`config.mk`:
```
export PLATFORM = sky130hd
export DESIGN_NAME = asf_control_fsm
export DESIGN_NICKNAME = d
export VERILOG_FILES = /design/src/asf_pkg.sv /design/src/asf_counters.sv /design/src/asf_control_fsm.sv
export SDC_FILE = /design/constraint.sdc
export NUM_CORES = 1
export LEC_CHECK = 0
export CORE_MARGIN = 8
export CORE_UTILIZATION = 55
export CTS_CLUSTER_DIAMETER = 60
export DETAILED_ROUTE_END_ITERATION = 12
export DONT_BUFFER_PORTS = 1
export GPL_TIMING_DRIVEN = 0
export PLACE_DENSITY = 0.7
export SYNTH_ARGS = -nofsm -noshare
export SYNTH_HDL_FRONTEND = slang
export SYNTH_SLANG_ARGS = --single-unit
```
`constraint.sdc`:
```
create_clock -name CLK -period 4.1 [get_ports CLK]
set_clock_uncertainty 0.05 [all_clocks]
set_input_delay 0.615 -clock CLK [delete_from_list [all_inputs] [get_ports CLK]]
set_output_delay 0.615 -clock CLK [all_outputs]
set_load 0.05 [all_outputs]
```
`src/asf_pkg.sv`:
```
package asf_pkg;

  // ==========================================================
  // interface phase coding
  localparam logic [1:0] DOM_FINAL = 2'h0;
  localparam logic [1:0] DOM_ASSOC = 2'h1;
  localparam logic [1:0] DOM_CRYPT = 2'h2;
  localparam logic MODE_DEC = 1'h1;

  // ==========================================================
  // counters
  localparam int ITER_W = 9;
  localparam int LOAD_BLOCKS = 9;
  localparam int KEY_BLOCKS = 2;
  localparam int FINAL_ITERS = 2;
  localparam int TAG_BLOCKS = 9;
  localparam int ROUND_W = 7;
  localparam int PERM_ROUNDS = 111;
  localparam logic [6:0] ROUND_LAST = 7'(PERM_ROUNDS - 1);
  localparam logic [6:0] ROUND_RST = 7'h00;
  localparam logic [8:0] ITER_RST = 9'h000;
  localparam logic [8:0] ITER_FIRST = 9'h001;

  // ==========================================================
  // register map, byte addresses
  localparam int ADDR_W = 4;
  localparam logic [3:0] CTRL_OFS = 4'h0;
  localparam logic [3:0] STATE_OFS = 4'h4;
  localparam logic [3:0] COUNT_OFS = 4'h8;
  localparam int CTRL_RESTART_BIT = 0;
  localparam int COUNT_ROUND_POS = 16;
  localparam logic [31:0] RDATA_RST = 32'h0000_0000;

  // ==========================================================
  // controller states, one-hot
  typedef enum logic [14:0] {
    LOAD_IDLE_STATE    = 15'h0001,
    LOAD_STATE         = 15'h0002,
    LOAD_PERM_STATE    = 15'h0004,
    INIT_IDLE_STATE    = 15'h0008,
    INIT_ABSORB_STATE  = 15'h0010,
    INIT_PERM_STATE    = 15'h0020,
    DATA_IDLE_STATE    = 15'h0040,
    ASSOC_ABSORB_STATE = 15'h0080,
    ENC_ABSORB_STATE   = 15'h0100,
    DEC_REPLACE_STATE  = 15'h0200,
    DATA_PERM_STATE    = 15'h0400,
    FINAL_ABSORB_STATE = 15'h0800,
    FINAL_PERM_STATE   = 15'h1000,
    FINAL_IDLE_STATE   = 15'h2000,
    TAG_STATE          = 15'h4000
  } asf_state_t;

endpackage

```
`src/asf_counters.sv`:
```
`timescale 1ns/1ps

// ==========================================================
// shared one-hot iteration counter and permutation round counter
module asf_counters (
  input wire logic clk,
  input wire logic rst,
  input wire logic iter_clear,
  input wire logic iter_adv,
  input wire logic round_run,
  output logic [asf_pkg::ITER_W-1:0] iter_q,
  output logic [asf_pkg::ROUND_W-1:0] round_q
);

  logic [asf_pkg::ITER_W-1:0] iter_base;
  logic [asf_pkg::ITER_W-1:0] iter_step;
  logic [asf_pkg::ITER_W-1:0] iter_d;
  logic [asf_pkg::ROUND_W-1:0] round_d;

  // one-hot advance: empty counter takes its first bit
  assign iter_base = iter_clear ? asf_pkg::ITER_RST : iter_q;
  assign iter_step = (iter_base == asf_pkg::ITER_RST) ? asf_pkg::ITER_FIRST : (iter_base << 1);
  assign iter_d = iter_adv ? iter_step : iter_base;
  // round 0 is the first permutation cycle
  assign round_d = round_run ? (round_q + 7'h01) : asf_pkg::ROUND_RST;

  always_ff @(posedge clk) begin
    if (rst) begin
      iter_q <= asf_pkg::ITER_RST;
      round_q <= asf_pkg::ROUND_RST;
    end else begin
      iter_q <= iter_d;
      round_q <= round_d;
    end
  end

endmodule

```
`src/asf_control_fsm.sv`:
```
// Operation
// - after reset: load, one permutation, then initialization
// - separator 1 selects associated data and stays there while it holds
// - separator 2 selects encrypt when direction is 0, decrypt when 1
// - separator 0 from the environment starts finalization
// - finalization leads to tag extraction, then back to load idle
// - split and join points are combinational; each absorb or replace state is one cycle
// - idle states wait for input valid before taking a block
// - ready is low in every permutation state
// - nine key/nonce blocks arrive back to back, counted by iteration counter
// - after loading run 111 rounds, then enter init idle
// - init absorbs a block then permutes 111 rounds, twice
// - data idle: 01 goes to associated data, 10 to encrypt or decrypt
// - each data step is followed by shared 111-round permutation, back to idle
// - round counter is 0 after the exchange; at 110 return and raise ready
// - finalization absorbs and permutes twice; its idle entered once between
// - tag extraction sends nine blocks back to back with no permutation
// - controller drives output valid, ready and datapath controls
// - idle states leave on input valid; data idle also picks its target by separator and stays on 11
// - load, init, final and tag share one one-hot iteration counter
// - equal separators share datapath selects; encrypt and decrypt differ
// - phase changes happen after the permutation completes
// - phase is decoded from direction bit plus two-bit separator
// - encrypt: output rate xor input, store the same xor in rate
// - decrypt: output rate xor input, replace rate with input block
// - absorb, encrypt and decrypt hold the shift; only rate updates
// - loading shifts 7-bit tuples in with nonlinear parts and feedback off
//
// Implementation choices: the register addresses and the Avalon-MM register port.
`timescale 1ns/1ps

module asf_control_fsm (
  input wire logic CLK,
  input wire logic SYS_RST,
  input wire logic I_VALID,
  input wire logic I_MODE,
  input wire logic [1:0] I_DOM_SEP,
  output logic O_READY,
  output logic O_VALID,
  output logic LOAD,
  output logic ABSORB,
  output logic REPLACE,
  output logic SB_OFF,
  output logic IS_TAG,
  output logic LFSR_EN,
  output logic GEN_OUTPUT,
  input wire logic [asf_pkg::ADDR_W-1:0] AVS_ADDRESS,
  input wire logic AVS_READ,
  input wire logic AVS_WRITE,
  input wire logic [31:0] AVS_WRITEDATA,
  input wire logic [3:0] AVS_BYTEENABLE,
  output logic [31:0] AVS_READDATA,
  output logic AVS_WAITREQUEST
);

  // ==========================================================
  // decode helpers
  function automatic logic is_idle(input asf_pkg::asf_state_t s);
    is_idle = (s == asf_pkg::LOAD_IDLE_STATE) || (s == asf_pkg::INIT_IDLE_STATE) ||
              (s == asf_pkg::DATA_IDLE_STATE) || (s == asf_pkg::FINAL_IDLE_STATE);
  endfunction

  function automatic logic is_perm(input asf_pkg::asf_state_t s);
    is_perm = (s == asf_pkg::LOAD_PERM_STATE) || (s == asf_pkg::INIT_PERM_STATE) ||
              (s == asf_pkg::DATA_PERM_STATE) || (s == asf_pkg::FINAL_PERM_STATE);
  endfunction

  function automatic logic is_absorb(input asf_pkg::asf_state_t s);
    is_absorb = (s == asf_pkg::INIT_ABSORB_STATE) || (s == asf_pkg::ASSOC_ABSORB_STATE) ||
                (s == asf_pkg::FINAL_ABSORB_STATE) || (s == asf_pkg::ENC_ABSORB_STATE);
  endfunction

  // ==========================================================
  // state and counters
  asf_pkg::asf_state_t state_q;
  asf_pkg::asf_state_t state_d;
  logic [asf_pkg::ITER_W-1:0] iter_q;
  logic [asf_pkg::ROUND_W-1:0] round_q;
  logic iter_clear;
  logic iter_adv;
  logic round_run;
  logic restart_q;

  wire xfer = I_VALID && O_READY;
  wire round_done = (round_q == asf_pkg::ROUND_LAST);
  wire load_last = iter_q[asf_pkg::LOAD_BLOCKS-1];
  wire key_last = iter_q[asf_pkg::KEY_BLOCKS-1];
  wire final_last = iter_q[asf_pkg::FINAL_ITERS-1];
  wire tag_last = iter_q[asf_pkg::TAG_BLOCKS-1];
  wire dom_assoc = (I_DOM_SEP == asf_pkg::DOM_ASSOC);
  wire dom_crypt = (I_DOM_SEP == asf_pkg::DOM_CRYPT);
  wire dom_final = (I_DOM_SEP == asf_pkg::DOM_FINAL);
  wire mode_dec = (I_MODE == asf_pkg::MODE_DEC);

  asf_counters u_counters (
    .clk(CLK),
    .rst(SYS_RST),
    .iter_clear(iter_clear),
    .iter_adv(iter_adv),
    .round_run(round_run),
    .iter_q(iter_q),
    .round_q(round_q)
  );

  // ==========================================================
  // next state
  always_comb begin
    state_d = state_q;
    iter_clear = 1'b0;
    iter_adv = 1'b0;
    unique case (state_q)
      asf_pkg::LOAD_IDLE_STATE: begin
        if (xfer) begin
          state_d = asf_pkg::LOAD_STATE;
          iter_adv = 1'b1;
        end
      end
      asf_pkg::LOAD_STATE: begin
        if (load_last) begin
          state_d = asf_pkg::LOAD_PERM_STATE;
          iter_clear = 1'b1;
        end else if (xfer) begin
          state_d = asf_pkg::LOAD_STATE;
          iter_adv = 1'b1;
        end else begin
          state_d = asf_pkg::LOAD_IDLE_STATE;
        end
      end
      asf_pkg::LOAD_PERM_STATE: begin
        if (round_done) begin
          state_d = asf_pkg::INIT_IDLE_STATE;
        end
      end
      asf_pkg::INIT_IDLE_STATE: begin
        if (xfer) begin
          state_d = asf_pkg::INIT_ABSORB_STATE;
          iter_adv = 1'b1;
        end
      end
      asf_pkg::INIT_ABSORB_STATE: begin
        state_d = asf_pkg::INIT_PERM_STATE;
      end
      asf_pkg::INIT_PERM_STATE: begin
        if (round_done && key_last) begin
          state_d = asf_pkg::DATA_IDLE_STATE;
          iter_clear = 1'b1;
        end else if (round_done) begin
          state_d = asf_pkg::INIT_IDLE_STATE;
        end
      end
      asf_pkg::DATA_IDLE_STATE: begin
        // the separator picks the target and separator 3 stays idle; leaving needs valid
        if (xfer && dom_assoc) begin
          state_d = asf_pkg::ASSOC_ABSORB_STATE;
        end else if (xfer && dom_crypt && mode_dec) begin
          state_d = asf_pkg::DEC_REPLACE_STATE;
        end else if (xfer && dom_crypt) begin
          state_d = asf_pkg::ENC_ABSORB_STATE;
        end else if (xfer && dom_final) begin
          state_d = asf_pkg::FINAL_ABSORB_STATE;
          iter_adv = 1'b1;
        end
      end
      asf_pkg::ASSOC_ABSORB_STATE, asf_pkg::ENC_ABSORB_STATE, asf_pkg::DEC_REPLACE_STATE: begin
        state_d = asf_pkg::DATA_PERM_STATE;
      end
      asf_pkg::DATA_PERM_STATE: begin
        if (round_done) begin
          state_d = asf_pkg::DATA_IDLE_STATE;
        end
      end
      asf_pkg::FINAL_ABSORB_STATE: begin
        state_d = asf_pkg::FINAL_PERM_STATE;
      end
      asf_pkg::FINAL_PERM_STATE: begin
        if (round_done && final_last) begin
          state_d = asf_pkg::TAG_STATE;
          iter_clear = 1'b1;
          iter_adv = 1'b1;
        end else if (round_done) begin
          state_d = asf_pkg::FINAL_IDLE_STATE;
        end
      end
      asf_pkg::FINAL_IDLE_STATE: begin
        if (xfer) begin
          state_d = asf_pkg::FINAL_ABSORB_STATE;
          iter_adv = 1'b1;
        end
      end
      asf_pkg::TAG_STATE: begin
        if (tag_last) begin
          state_d = asf_pkg::LOAD_IDLE_STATE;
          iter_clear = 1'b1;
        end else begin
          iter_adv = 1'b1;
        end
      end
    endcase
    if (restart_q) begin
      state_d = asf_pkg::LOAD_IDLE_STATE;
      iter_clear = 1'b1;
      iter_adv = 1'b0;
    end
  end

  // round counter runs across consecutive permutation cycles
  assign round_run = is_perm(state_q) && is_perm(state_d);

  // ==========================================================
  // registered handshake and datapath controls
  wire load_ready_d = (state_d == asf_pkg::LOAD_STATE) &&
                      !(iter_adv ? iter_q[asf_pkg::LOAD_BLOCKS-2] : load_last);
  wire ready_d = (is_idle(state_d) || load_ready_d) && !is_perm(state_d);
  wire tag_d = (state_d == asf_pkg::TAG_STATE);
  wire enc_d = (state_d == asf_pkg::ENC_ABSORB_STATE);
  wire dec_d = (state_d == asf_pkg::DEC_REPLACE_STATE);
  wire load_d = (state_d == asf_pkg::LOAD_STATE);
  wire absorb_d = is_absorb(state_d);
  wire replace_d = dec_d;
  wire sb_off_d = load_d || tag_d;
  wire lfsr_en_d = !(absorb_d || replace_d);
  wire gen_d = enc_d || dec_d || tag_d;

  always_ff @(posedge CLK) begin
    if (SYS_RST) begin
      state_q <= asf_pkg::LOAD_IDLE_STATE;
      O_READY <= 1'b1;
      O_VALID <= 1'b0;
      LOAD <= 1'b0;
      ABSORB <= 1'b0;
      REPLACE <= 1'b0;
      SB_OFF <= 1'b0;
      IS_TAG <= 1'b0;
      LFSR_EN <= 1'b1;
      GEN_OUTPUT <= 1'b0;
    end else begin
      state_q <= state_d;
      O_READY <= ready_d;
      O_VALID <= gen_d;
      LOAD <= load_d;
      ABSORB <= absorb_d;
      REPLACE <= replace_d;
      SB_OFF <= sb_off_d;
      IS_TAG <= tag_d;
      LFSR_EN <= lfsr_en_d;
      GEN_OUTPUT <= gen_d;
    end
  end

  // ==========================================================
  // avalon-mm slave: one wait cycle, then answer
  wire bus_req = AVS_READ || AVS_WRITE;
  wire bus_done = bus_req && !AVS_WAITREQUEST;
  wire sel_ctrl = (AVS_ADDRESS == asf_pkg::CTRL_OFS);
  wire sel_state = (AVS_ADDRESS == asf_pkg::STATE_OFS);
  wire sel_count = (AVS_ADDRESS == asf_pkg::COUNT_OFS);
  wire restart_d = bus_done && AVS_WRITE && sel_ctrl && AVS_BYTEENABLE[0] &&
                   AVS_WRITEDATA[asf_pkg::CTRL_RESTART_BIT];
  wire [31:0] state_word = {17'h00000, state_q};
  wire [31:0] count_word = {9'h000, round_q, 7'h00, iter_q};
  wire [31:0] rdata_d = sel_state ? state_word : (sel_count ? count_word : 32'h0000_0000);

  always_ff @(posedge CLK) begin
    if (SYS_RST) begin
      AVS_WAITREQUEST <= 1'b1;
      AVS_READDATA <= asf_pkg::RDATA_RST;
      restart_q <= 1'b0;
    end else begin
      AVS_WAITREQUEST <= !(bus_req && AVS_WAITREQUEST);
      if (AVS_READ && AVS_WAITREQUEST) begin
        AVS_READDATA <= rdata_d;
      end
      restart_q <= restart_d;
    end
  end

endmodule

```
==> impl_metrics.csv, run 1 <==
group,metric,value,unit
power_and_ir_drop,vdd_drop_max,259,uV
power_and_ir_drop,comb_power_share,13.7,%
layout,nFillCells,591,
layout,final_area,3930,um2
layout,drive_above_1_share,13.3,%
setup_path,cp_max_fo,10,
yosys,synthTopCellsByArea,"dfxtp_1, nor2_1, a21oi_1",
routing,vias_per_cell,6.33,
power_and_ir_drop,clkPwrFrac,43.2,%
layout,final_common_cell,"dfxtp_1",
setup_path,r2r_end,"u_counters.round_q[5]",
yosys,syn_avg_cell_area,8.18,um2
global_routing,overflow,0,
routing,vias,3392,
die,die-area,9280,um2
yosys,postSynthCellCount,434,
global_routing,grt_pass1_vias,3326,
placed_design,placed_area,3680,um2
yosys,yosysWarningCount,0,
global_routing,grt_pass1_wl,16900,um
yosys,synth_ff_type,"dfxtp_1",
routing,routed_wl,10600,um
yosys,synth-seq-cells,63,
placed_design,io_buffers,0,
layout,diodes,0,
yosys,syn_area,3550,um2
setup_path,rr_worst_depth,10,
placed_design,routabilityCongestion,1.03,
timing,setup_tns,0,ns
clock_tree,cts_setup_buffers,0,
clock_tree,cts_buffers,9,
yosys,synthDistinctLibCells,74,
placed_design,dpl.hpwl,7810,um
setup_path,start_kind,"flip-flop",
clock_tree,insertion_delay,0.35,ns
clock_tree,cts_tree,"built",
setup_path,critPathArrivalTime,4.05,ns
die,start_util,56.2,%
routing,ant_nets,0,
setup_path,startpoint,"state_q[14]",
setup_path,worstSetupEndpointType,"flip-flop",
global_routing,grt_antenna_before_repair,0,
timing,drv_slew,0,
yosys,synth-edff-count,0,
clock_tree,clkSlewWorstSetupHoldPaths,0.08,ns
timing,finalSetupViolCount,0,
layout,final_cell_mix,"dfxtp_1, nor2_1, nand2_1",
setup_path,rr_startpoint,"state_q[14]",
clock_tree,clockRootBuffer,"clkbuf_8",
power_and_ir_drop,p_leak,1.47,nW
power_and_ir_drop,seq_power_share,43.1,%
clock_tree,holdBufCountCts,0,
die,std_cell_rows,29,
worst_hold_path,holdPathStages,1,
die,die_w,96.3,um
layout,fin_nets,504,
yosys,ys_seq_area_share,35.5,%
clock_tree,cts_max_level,3,
worst_hold_path,min_path_type,"input pin to flip-flop",
timing,maxSlewHeadroom,38.1,%
setup_path,r2r_setup_slack,0.21,ns
setup_path,crit_type,"flip-flop to flip-flop",
outcome,status,"completed",
clock_tree,cts_sinks,63,
die,core,6310,um2
die,ios,90,
power_and_ir_drop,power_switching,478,uW
timing,layout_min_cycle_time,3.89,ns
routing,drt_iter0_drc,211,
yosys,synth-async-reset-ratio,0,%
timing,tightest_slew,0.916,ns
power_and_ir_drop,p_per_area,405,nW/um2
timing,hold_viol,0,
setup_path,cp.required,4.26,ns
global_routing,track_usage,23.9,%
yosys,synth_area_leader_cell,"dfxtp_1",
timing,rsz0062_at_grt,"no",
power_and_ir_drop,p_sw_share,30.0,%
routing,wl_per_cell,19.8,um
clock_tree,clock_path_buffers,2,
routing,drc,0,
timing,max_freq,257,MHz
clock_tree,ctsResizeCount,0,
routing,first_pass_iters,5,
power_and_ir_drop,p_total,1.59,mW
yosys,synth_top_area_share,35.5,%
die,die_y,96.3,um
global_routing,grt_max_degree,14,
power_and_ir_drop,internal_power,1.12,mW
run,cap_violations,0,
setup_path,critPathCapture,"u_counters.round_q[5]",
layout,syn_to_final_growth,10.7,%
timing,post-route-period-util,94.8,%
-- logic make-up after synthesis --
logic type,Yosys count,synth area share (%)
other,1,0.106
AOI/OAI and AO/OA,87,17.8
DFF,63,35.5
adders and majority gates,2,0.705
muxes,10,2.82
and+or+nand+nor,217,34.4
buffers and inverters,46,6.63
xor gates and xnor gates,8,1.97
-- through the flow --
step           hold WS [ns]  worst slack (ns)  std cells  util, %
6_report              0.292             0.213        536     62.2
5_1_grt               0.278            0.0174        536     62.2
4_1_cts               0.285             0.295        536     62.2
3_5_place_dp          0.437             0.335        520     58.3
3_3_place_gp          0.422             0.328        520     58.3
2_1_floorplan         0.391              1.19        443        -
-- per-layer routing --
layer | global-route usage (%) | vias up | routed length, um
li1 | - | 1615 | -
met1 | 28.5 | 1570 | 4410
met2 | 37.2 | 174 | 4660
met3 | 8.66 | 33 | 1140
met4 | 11.9 | 0 | 380
met5 | 0 | - | 0
-- worst min-delay path by stage --
| stage | from | end | slack (ns) |
|---|---|---|---|
| after floorplan | u_counters.round_q[0] | u_counters.round_q[0] | 0.39 |
| after global placement | u_counters.round_q[0] | u_counters.round_q[0] | 0.42 |
| after detailed placement | u_counters.round_q[6] | AVS_READDATA[22] | 0.44 |
| after CTS | AVS_ADDRESS[3] | restart_q | 0.28 |
| after global routing | AVS_ADDRESS[3] | restart_q | 0.28 |
| final | AVS_ADDRESS[3] | restart_q | 0.29 |
-- power by group through the flow --
stage / Combinational [mW] / Sequential (mW) / Clock [mW]
2_1_floorplan: 0.174 / 0.695 / 0
3_3_place_gp: 0.212 / 0.700 / 0
3_5_place_dp: 0.214 / 0.700 / 0
4_1_cts: 0.215 / 0.686 / 0.694
5_1_grt: 0.239 / 0.688 / 0.724
6_report: 0.218 / 0.686 / 0.689
-- registers in the layout (all words and copies together), names as in the netlist, 7 cells and up --
register and cells:
AVS_READDATA 22, state_q 15, u_counters.iter_q 9, u_counters.round_q 7
-- final cells by class --
cell class | count | area (um2) | share of cell area [%]
multi-input combinational | 334 | 2090 | 53.1
clock inverter | 7 | 125 | 3.18
tap | 77 | 96.3 | 2.45
clock buffer | 9 | 124 | 3.15
inverter | 7 | 26.3 | 0.669
sequential | 63 | 1260 | 32.1
buffer | 39 | 209 | 5.32
-- cell usage after synthesis (3+ instances only) --
library cell and n:
a21oi_1 28, a221oi_1 10, a31oi_1 8, and2_1 8, and3_1 9, and4b_1 3
buf_2 5, buf_4 11, clkbuf_1 20, dfxtp_1 63, inv_1 7, mux2i_1 10
nand2_1 33, nand2b_1 3, nand3_1 25, nand4_1 8, nand4b_1 3, nor2_1 59
nor3_1 20, nor4_1 3, nor4_2 4, nor4b_1 6, o21ai_0 8, or2_2 3
or3_1 6, xnor2_1 5, xor2_1 3
-- critical path, cell delays in order (launching register included) --
cell and delay (ns):
dfxtp_1 0.31, clkbuf_1 0.26, nor3_2 0.45, nand2_1 0.26, a2111oi_1 0.59, or2_2 0.25, nor2_2 0.10, a31oi_1 0.54
o2bb2ai_1 0.18, o31ai_2 0.61, nor2_1 0.12
Power figures use the tool's default switching activity.
==> run 2: changes to the inputs <==
--- a/config.mk
+++ b/config.mk
@@ -5,13 +5,14 @@
 export SDC_FILE = /design/constraint.sdc
 export NUM_CORES = 1
 export LEC_CHECK = 0
+export BUFFER_PORTS_ARGS = -buffer_cell sky130_fd_sc_hd__buf_2
 export CORE_MARGIN = 8
-export CORE_UTILIZATION = 55
+export CORE_UTILIZATION = 53
 export CTS_CLUSTER_DIAMETER = 60
 export DETAILED_ROUTE_END_ITERATION = 12
-export DONT_BUFFER_PORTS = 1
 export GPL_TIMING_DRIVEN = 0
-export PLACE_DENSITY = 0.7
+export PLACE_DENSITY = 0.8
 export SYNTH_ARGS = -nofsm -noshare
 export SYNTH_HDL_FRONTEND = slang
+export SYNTH_HIERARCHICAL = 1
 export SYNTH_SLANG_ARGS = --single-unit
==> run 2 against run 1 <==
Sequential cell count unchanged. Core utilization rose by 1.4 points. First-iteration DRC count increased by 36%. Final cell count up 7.8%. Maximum frequency up 14%. Via count grew 5.1%. Critical path type unchanged. Critical endpoint is now LFSR_EN. Routed wire length decreased by 3.5%.
==> impl_metrics.csv, run 2 <==
group,metric,value,unit
yosys,syn_avg_cell_area,8.21,um2
die,die_y,97.7,um
timing,max_freq,293,MHz
global_routing,overflow,0,
timing,setup_tns,0,ns
layout,largest_register_ffs,22,
power_and_ir_drop,p_sw_share,32.0,%
timing,finalSetupViolCount,0,
timing,hold_viol,0,
layout,final_cell_mix,"dfxtp_1, nor2_1, buf_2",
yosys,synth-async-reset-ratio,0,%
placed_design,io_buffers,45,
layout,ff_latch_area,1260,um2
yosys,synthDistinctLibCells,71,
layout,largest-register,"AVS_READDATA",
timing,tightest_slew,1.06,ns
global_routing,grt_pass1_wl,16700,um
layout,nFillCells,577,
worst_hold_path,min_path_type,"flip-flop to flip-flop",
die,core,6420,um2
clock_tree,cts_max_level,3,
power_and_ir_drop,internal_power,1.01,mW
layout,final_cell_count_no_fill,578,
timing,rsz0062_at_grt,"no",
setup_path,rr_startpoint,"state_q[0]",
routing,drt_iter0_drc,287,
routing,vias_per_cell,6.17,
power_and_ir_drop,p_total,1.48,mW
layout,final_common_cell,"dfxtp_1",
routing,wl_per_cell,17.7,um
routing,routed_wl,10200,um
yosys,synth_top_area_share,35.6,%
yosys,synth_commonest_cells,"dfxtp_1, nor2_1, nand2_1",
outcome,status,"completed",
placed_design,routabilityCongestion,0.992,
yosys,synth-seq-cells,63,
clock_tree,cts_buffers,9,
setup_path,start_kind,"flip-flop",
global_routing,busiest_layer,"met2",
power_and_ir_drop,power_switching,475,uW
global_routing,grt_util_met1,25.7,%
die,std_cell_rows,29,
power_and_ir_drop,clkPwrFrac,35.6,%
clock_tree,holdBufCountCts,0,
power_and_ir_drop,comb_power_share,21.3,%
setup_path,startpoint,"state_q[0]",
layout,fin_nets,545,
timing,drv_slew,0,
timing,layout_min_cycle_time,3.42,ns
die,ios,90,
die,start_util,55.1,%
setup_path,cp.required,4.28,ns
routing,drc,0,
timing,post-route-period-util,83.3,%
setup_path,crit_type,"flip-flop to flip-flop",
setup_path,cp_max_fo,10,
setup_path,critPathArrivalTime,3.59,ns
layout,drive_above_1_share,21.0,%
global_routing,track_usage,21.2,%
yosys,syn_area,3540,um2
run,cap_violations,0,
placed_design,dpl.hpwl,7700,um
clock_tree,cts_sinks,63,
clock_tree,cts_tree,"built",
global_routing,grt_max_degree,12,
power_and_ir_drop,vdd_drop_max,249,uV
layout,syn_to_final_growth,15.4,%
placed_design,placed_cells,562,
global_routing,grt_antenna_before_repair,0,
yosys,postSynthCellCount,431,
yosys,synth_ff_type,"dfxtp_1",
layout,diodes,0,
clock_tree,clock_path_buffers,2,
clock_tree,clkSlewWorstSetupHoldPaths,0.07,ns
yosys,synth_most_common_cell,"dfxtp_1",
clock_tree,clockRootBuffer,"clkbuf_8",
routing,ant_nets,0,
global_routing,gr-usage-met2,33.7,%
global_routing,met3_usage,6.16,%
setup_path,worstSetupEndpointType,"flip-flop",
layout,multiInputGateArea,2060,um2
yosys,synth-edff-count,0,
worst_hold_path,hp-start,"AVS_READDATA[19]",
power_and_ir_drop,p_leak,1.61,nW
layout,biggestRegsByFlops,"AVS_READDATA x22, state_q x15, u_counters/iter_q x9",
power_and_ir_drop,seq_power_share,43.2,%
yosys,synth_area_leader_cell,"dfxtp_1",
routing,first_pass_iters,6,
yosys,yosysWarningCount,6,
clock_tree,insertion_delay,0.33,ns
routing,vias,3566,
yosys,synthTopCellsByArea,"dfxtp_1, nor2_1, a21oi_1",
yosys,ys_seq_area_share,35.6,%
die,die_w,97.7,um
die,die-area,9550,um2
timing,maxSlewHeadroom,28.1,%
power_and_ir_drop,p_per_area,363,nW/um2
clock_tree,cts_setup_buffers,0,
global_routing,grt_pass1_vias,3483,
clock_tree,ctsResizeCount,0,
## run 2: power groups by stage
stage	combinational, mW	clock (mW)	sequential, mW
2_1_floorplan	0.200	0	0.696
3_3_place_gp	0.306	0	0.653
3_5_place_dp	0.308	0	0.654
4_1_cts	0.310	0.534	0.640
5_1_grt	0.338	0.562	0.642
6_report	0.315	0.527	0.640
## run 2: routing by layer
metal	wire length (um)	vias up
met5	0	-
met4	391	0
met3	938	48
met2	4590	204
met1	4320	1630
li1	-	1684
## run 2: layout make-up
class	count	area share (%)
Timing Repair Buffer	45	5.51
Multi-Input combinational cell	329	50.6
Sequential cell	63	30.9
Clock buffer	10	3.12
Clock inverter	6	1.50
Buffer	39	5.24
Tap cell	77	2.36
Inverter	9	0.827
## run 2: cells by family after synthesis
logic type / Yosys count / synth area share, %
and+or+nand+nor: 211 / 33.3
AOI/OAI and AO/OA: 89 / 18.8
DFF: 63 / 35.6
buffers and inverters: 48 / 7.00
xor gates and xnor gates: 9 / 2.23
muxes: 9 / 2.55
adders and majority gates: 1 / 0.353
other: 1 / 0.106
## run 2: path summary, 6_finish.rpt
kind	end	depth (start not counted)	slack (ns)
worst max-delay path	LFSR_EN	10	0.68
worst min-delay path	AVS_READDATA[19]	2	0.40
worst max register to register	LFSR_EN	10	0.68
worst min register to register	AVS_READDATA[19]	2	0.40
## run 2: through the flow
stage                     worst slack (ns)  hold WS [ns]  util [%]  cell area [um2]
after floorplan                       1.19         0.397         -             3570
after global placement               0.778         0.375      60.6             3890
after detailed placement             0.732         0.388      60.6             3890
after CTS                            0.723         0.399      63.6             4080
after global routing                 0.422         0.424      63.6             4080
final                                0.683         0.396      63.6             4080
## run 2: critical path, cell delays in order, from the launching register on
cell and delay [ns]:
dfxtp_1 0.30, buf_2 0.19, nor4_4 0.53, nand2_1 0.25, a31oi_4 0.37, o21ai_0 0.34
a21oi_1 0.40, nand4b_4 0.14, or4_4 0.54, a21oi_4 0.15, nor2_2 0.05
==> run 3: changes to the inputs <==
--- a/config.mk
+++ b/config.mk
@@ -5,13 +5,14 @@
 export SDC_FILE = /design/constraint.sdc
 export NUM_CORES = 1
 export LEC_CHECK = 0
+export ABC_AREA = 1
 export BUFFER_PORTS_ARGS = -buffer_cell sky130_fd_sc_hd__buf_2
 export CORE_MARGIN = 8
-export CORE_UTILIZATION = 53
+export CORE_UTILIZATION = 50
 export CTS_CLUSTER_DIAMETER = 60
 export DETAILED_ROUTE_END_ITERATION = 12
 export GPL_TIMING_DRIVEN = 0
-export PLACE_DENSITY = 0.8
+export PLACE_DENSITY = 0.77
 export SYNTH_ARGS = -nofsm -noshare
 export SYNTH_HDL_FRONTEND = slang
 export SYNTH_HIERARCHICAL = 1
==> constraint.sdc (replaced) <==
create_clock -name CLK -period 3.1 [get_ports CLK]
set_clock_uncertainty 0.05 [all_clocks]
set_input_delay 0.465 -clock CLK [delete_from_list [all_inputs] [get_ports CLK]]
set_output_delay 0.465 -clock CLK [all_outputs]
set_load 0.05 [all_outputs]
==> run 3 against run 2 <==
Global-route usage decreased by 0.62 points. Non-clock buffer count shrank 11. Count of clock-buffer cells in the layout unchanged. Critical path depth is 8 higher. Sequential power grew 67%. Largest cell class unchanged. Largest power group is now combinational logic. Highest routed layer unchanged.
==> impl_metrics.csv, run 3 <==
group,metric,value,unit
clock_tree,clkSlewWorstSetupHoldPaths,0.07,ns
power_and_ir_drop,comb_power_share,50.8,%
die,start_util,51.0,%
routing,drc,0,
global_routing,track_usage,20.6,%
yosys,synth-async-reset-ratio,0,%
routing,first_pass_iters,7,
global_routing,grt_pass1_wl,19600,um
yosys,synth_most_common_cell,"nand2_1",
timing,hold_ws,0.261,ns
die,std_cell_rows,34,
yosys,synth_commonest_cells,"nand2_1, nor2_1, inv_1",
clock_tree,insertion_delay,0.35,ns
clock_tree,clock_path_buffers,2,
power_and_ir_drop,vdd_drop_max,512,uV
timing,maxSlewHeadroom,20.9,%
clock_tree,cts_buffers,9,
power_and_ir_drop,clkPwrFrac,21.9,%
yosys,synth_top_area_share,28.8,%
global_routing,grt_antenna_before_repair,0,
yosys,syn_avg_cell_area,7.02,um2
placed_design,routabilityCongestion,0.926,
setup_path,rr_startpoint,"state_q[7]",
yosys,ys_seq_area_share,28.8,%
die,core,8590,um2
outcome,status,"completed",
timing,tightest_slew,1.18,ns
setup_path,cp.required,3.34,ns
routing,routed_wl,12100,um
yosys,syn_area,4380,um2
timing,drv_slew,0,
yosys,synthDistinctLibCells,48,
yosys,synth_area_leader_cell,"dfxtp_1",
yosys,yosysWarningCount,6,
routing,vias_per_cell,5.40,
clock_tree,holdBufCountCts,0,
timing,post-route-period-util,94.6,%
global_routing,grt_max_degree,12,
timing,layout_min_cycle_time,2.93,ns
worst_hold_path,min_path_type,"input pin to flip-flop",
run,cap_violations,0,
routing,drt_iter0_drc,330,
clock_tree,cts_max_level,3,
die,die_w,110,um
setup_path,start_kind,"flip-flop",
layout,largest_register_ffs,22,
yosys,synth-edff-count,0,
yosys,synth_ff_type,"dfxtp_1",
yosys,synth-seq-cells,63,
layout,final_cell_mix,"nand2_1, nor2_1, inv_1",
setup_path,cp_max_fo,10,
timing,hold_viol,0,
routing,wl_per_cell,15.0,um
routing,vias,4348,
die,die-area,12000,um2
layout,biggestRegsByFlops,"AVS_READDATA x22, state_q x15, u_counters/iter_q x9",
global_routing,overflow,0,
setup_path,worstSetupEndpointType,"flip-flop",
layout,nFillCells,803,
power_and_ir_drop,power_switching,1.84,mW
global_routing,grt_pass1_vias,4120,
power_and_ir_drop,p_sw_share,46.8,%
clock_tree,cts_sinks,63,
setup_path,rr_worst_depth,18,
layout,syn_to_final_growth,16.5,%
placed_design,dpl.hpwl,9450,um
timing,setup_tns,0,ns
die,ios,90,
power_and_ir_drop,p_leak,2.47,nW
setup_path,critPathArrivalTime,3.17,ns
worst_hold_path,holdPathStages,2,
layout,drive_above_1_share,31.4,%
timing,max_freq,341,MHz
setup_path,startpoint,"state_q[7]",
layout,diodes,0,
placed_design,io_buffers,45,
power_and_ir_drop,seq_power_share,27.3,%
layout,largest-register,"AVS_READDATA",
routing,ant_nets,0,
clock_tree,clockRootBuffer,"clkbuf_8",
power_and_ir_drop,internal_power,2.09,mW
layout,ff_latch_area,1290,um2
timing,rsz0062_at_grt,"no",
layout,fin_nets,741,
layout,final_common_cell,"nand2_1",
power_and_ir_drop,p_per_area,770,nW/um2
timing,finalSetupViolCount,0,
setup_path,crit_type,"flip-flop to flip-flop",
clock_tree,cts_tree,"built",
yosys,postSynthCellCount,624,
yosys,synthTopCellsByArea,"dfxtp_1, nand2_1, nor2_1",
die,die_y,110,um
layout,multiInputGateArea,2700,um2
worst_hold_path,hp-start,"AVS_ADDRESS[3]",
## run 3: cell types whose count changed in the layout (fill, tap and decap cells not counted), sizes merged, moves of 14 or more
cell	before	now
nand2	39	139
o21ai	8	45
nor2	58	107
inv	9	90
nand3	22	65
nor3	23	9
## run 3: what timing repair did
item,CTS,global route
resized for setup,0,28
endpoints found under the setup margin,0,7
setup buffers,0,2
## run 3: power by group through the flow
| stage | Sequential (mW) | Clock [mW] | Combinational (mW) |
|---|---|---|---|
| after floorplan | 1.24 | 0 | 1.39 |
| after global placement | 1.08 | 0 | 1.88 |
| after detailed placement | 1.08 | 0 | 1.93 |
| after CTS | 1.06 | 0.862 | 1.94 |
| after global routing | 1.09 | 0.900 | 2.18 |
| final | 1.07 | 0.860 | 2.00 |
## run 3: per-layer routing
metal,vias to the layer above,part of all wire [%],global-route usage (%)
met5,-,0,0
met4,0,2.0,8.00
met3,22,7.1,3.93
met2,165,49,34.6
met1,2020,42,25.4
li1,2141,-,-
## run 3: final timing paths
kind                                               to  slack (ns)
worst max-delay path            u_counters/round_q[4]        0.17
worst max register to register  u_counters/round_q[4]        0.17
worst min-delay path                        restart_q        0.26
worst min register to register        AVS_WAITREQUEST        0.41
## run 3: layout make-up
type | count | share of cell area, %
multi-input cells | 455 | 52.8
flip-flops and latches | 63 | 25.2
inverters | 90 | 6.66
repair buffers | 47 | 4.70
plain buffers | 26 | 3.41
well taps | 108 | 2.65
clock buffers | 10 | 2.50
clock inverters | 6 | 2.13
## run 3: logic make-up after synthesis
family          Yosys count  synth area share (%)
simple gates            345                  46.7
fa+ha+maj                 1                 0.285
flops                    63                  28.8
other cells               1                0.0856
xor+xnor                  1                 0.200
buf+inv                 116                  11.7
compound gates           97                  12.3
## run 3: metrics by stage
step	worst slack [ns]	util, %	total power, mW	cell area (um2)	instances
2_1_floorplan	0.533	-	2.63	4420	633
3_3_place_gp	0.123	55.6	2.96	4780	786
3_5_place_dp	0.0480	55.6	3.01	4780	786
4_1_cts	0.00459	58.3	3.87	5010	802
5_1_grt	0.0125	59.4	4.16	5110	805
6_report	0.168	59.4	3.93	5110	805
## run 3: critical path, cell delays in order, from the launching register on
cell,delay [ns]
dfxtp_1,0.46
nor2_4,0.06
nand2_4,0.12
nor2_8,0.07
buf_12,0.15
nand2_2,0.09
nand3_4,0.10
nor3_4,0.29
nand4_1,0.16
nand3_2,0.15
nand2_4,0.09
nor2_8,0.12
nand4_1,0.11
o21ai_1,0.11
nand2_1,0.09
a21boi_2,0.18
nand2_2,0.13
a21oi_1,0.18
o21a_1,0.14
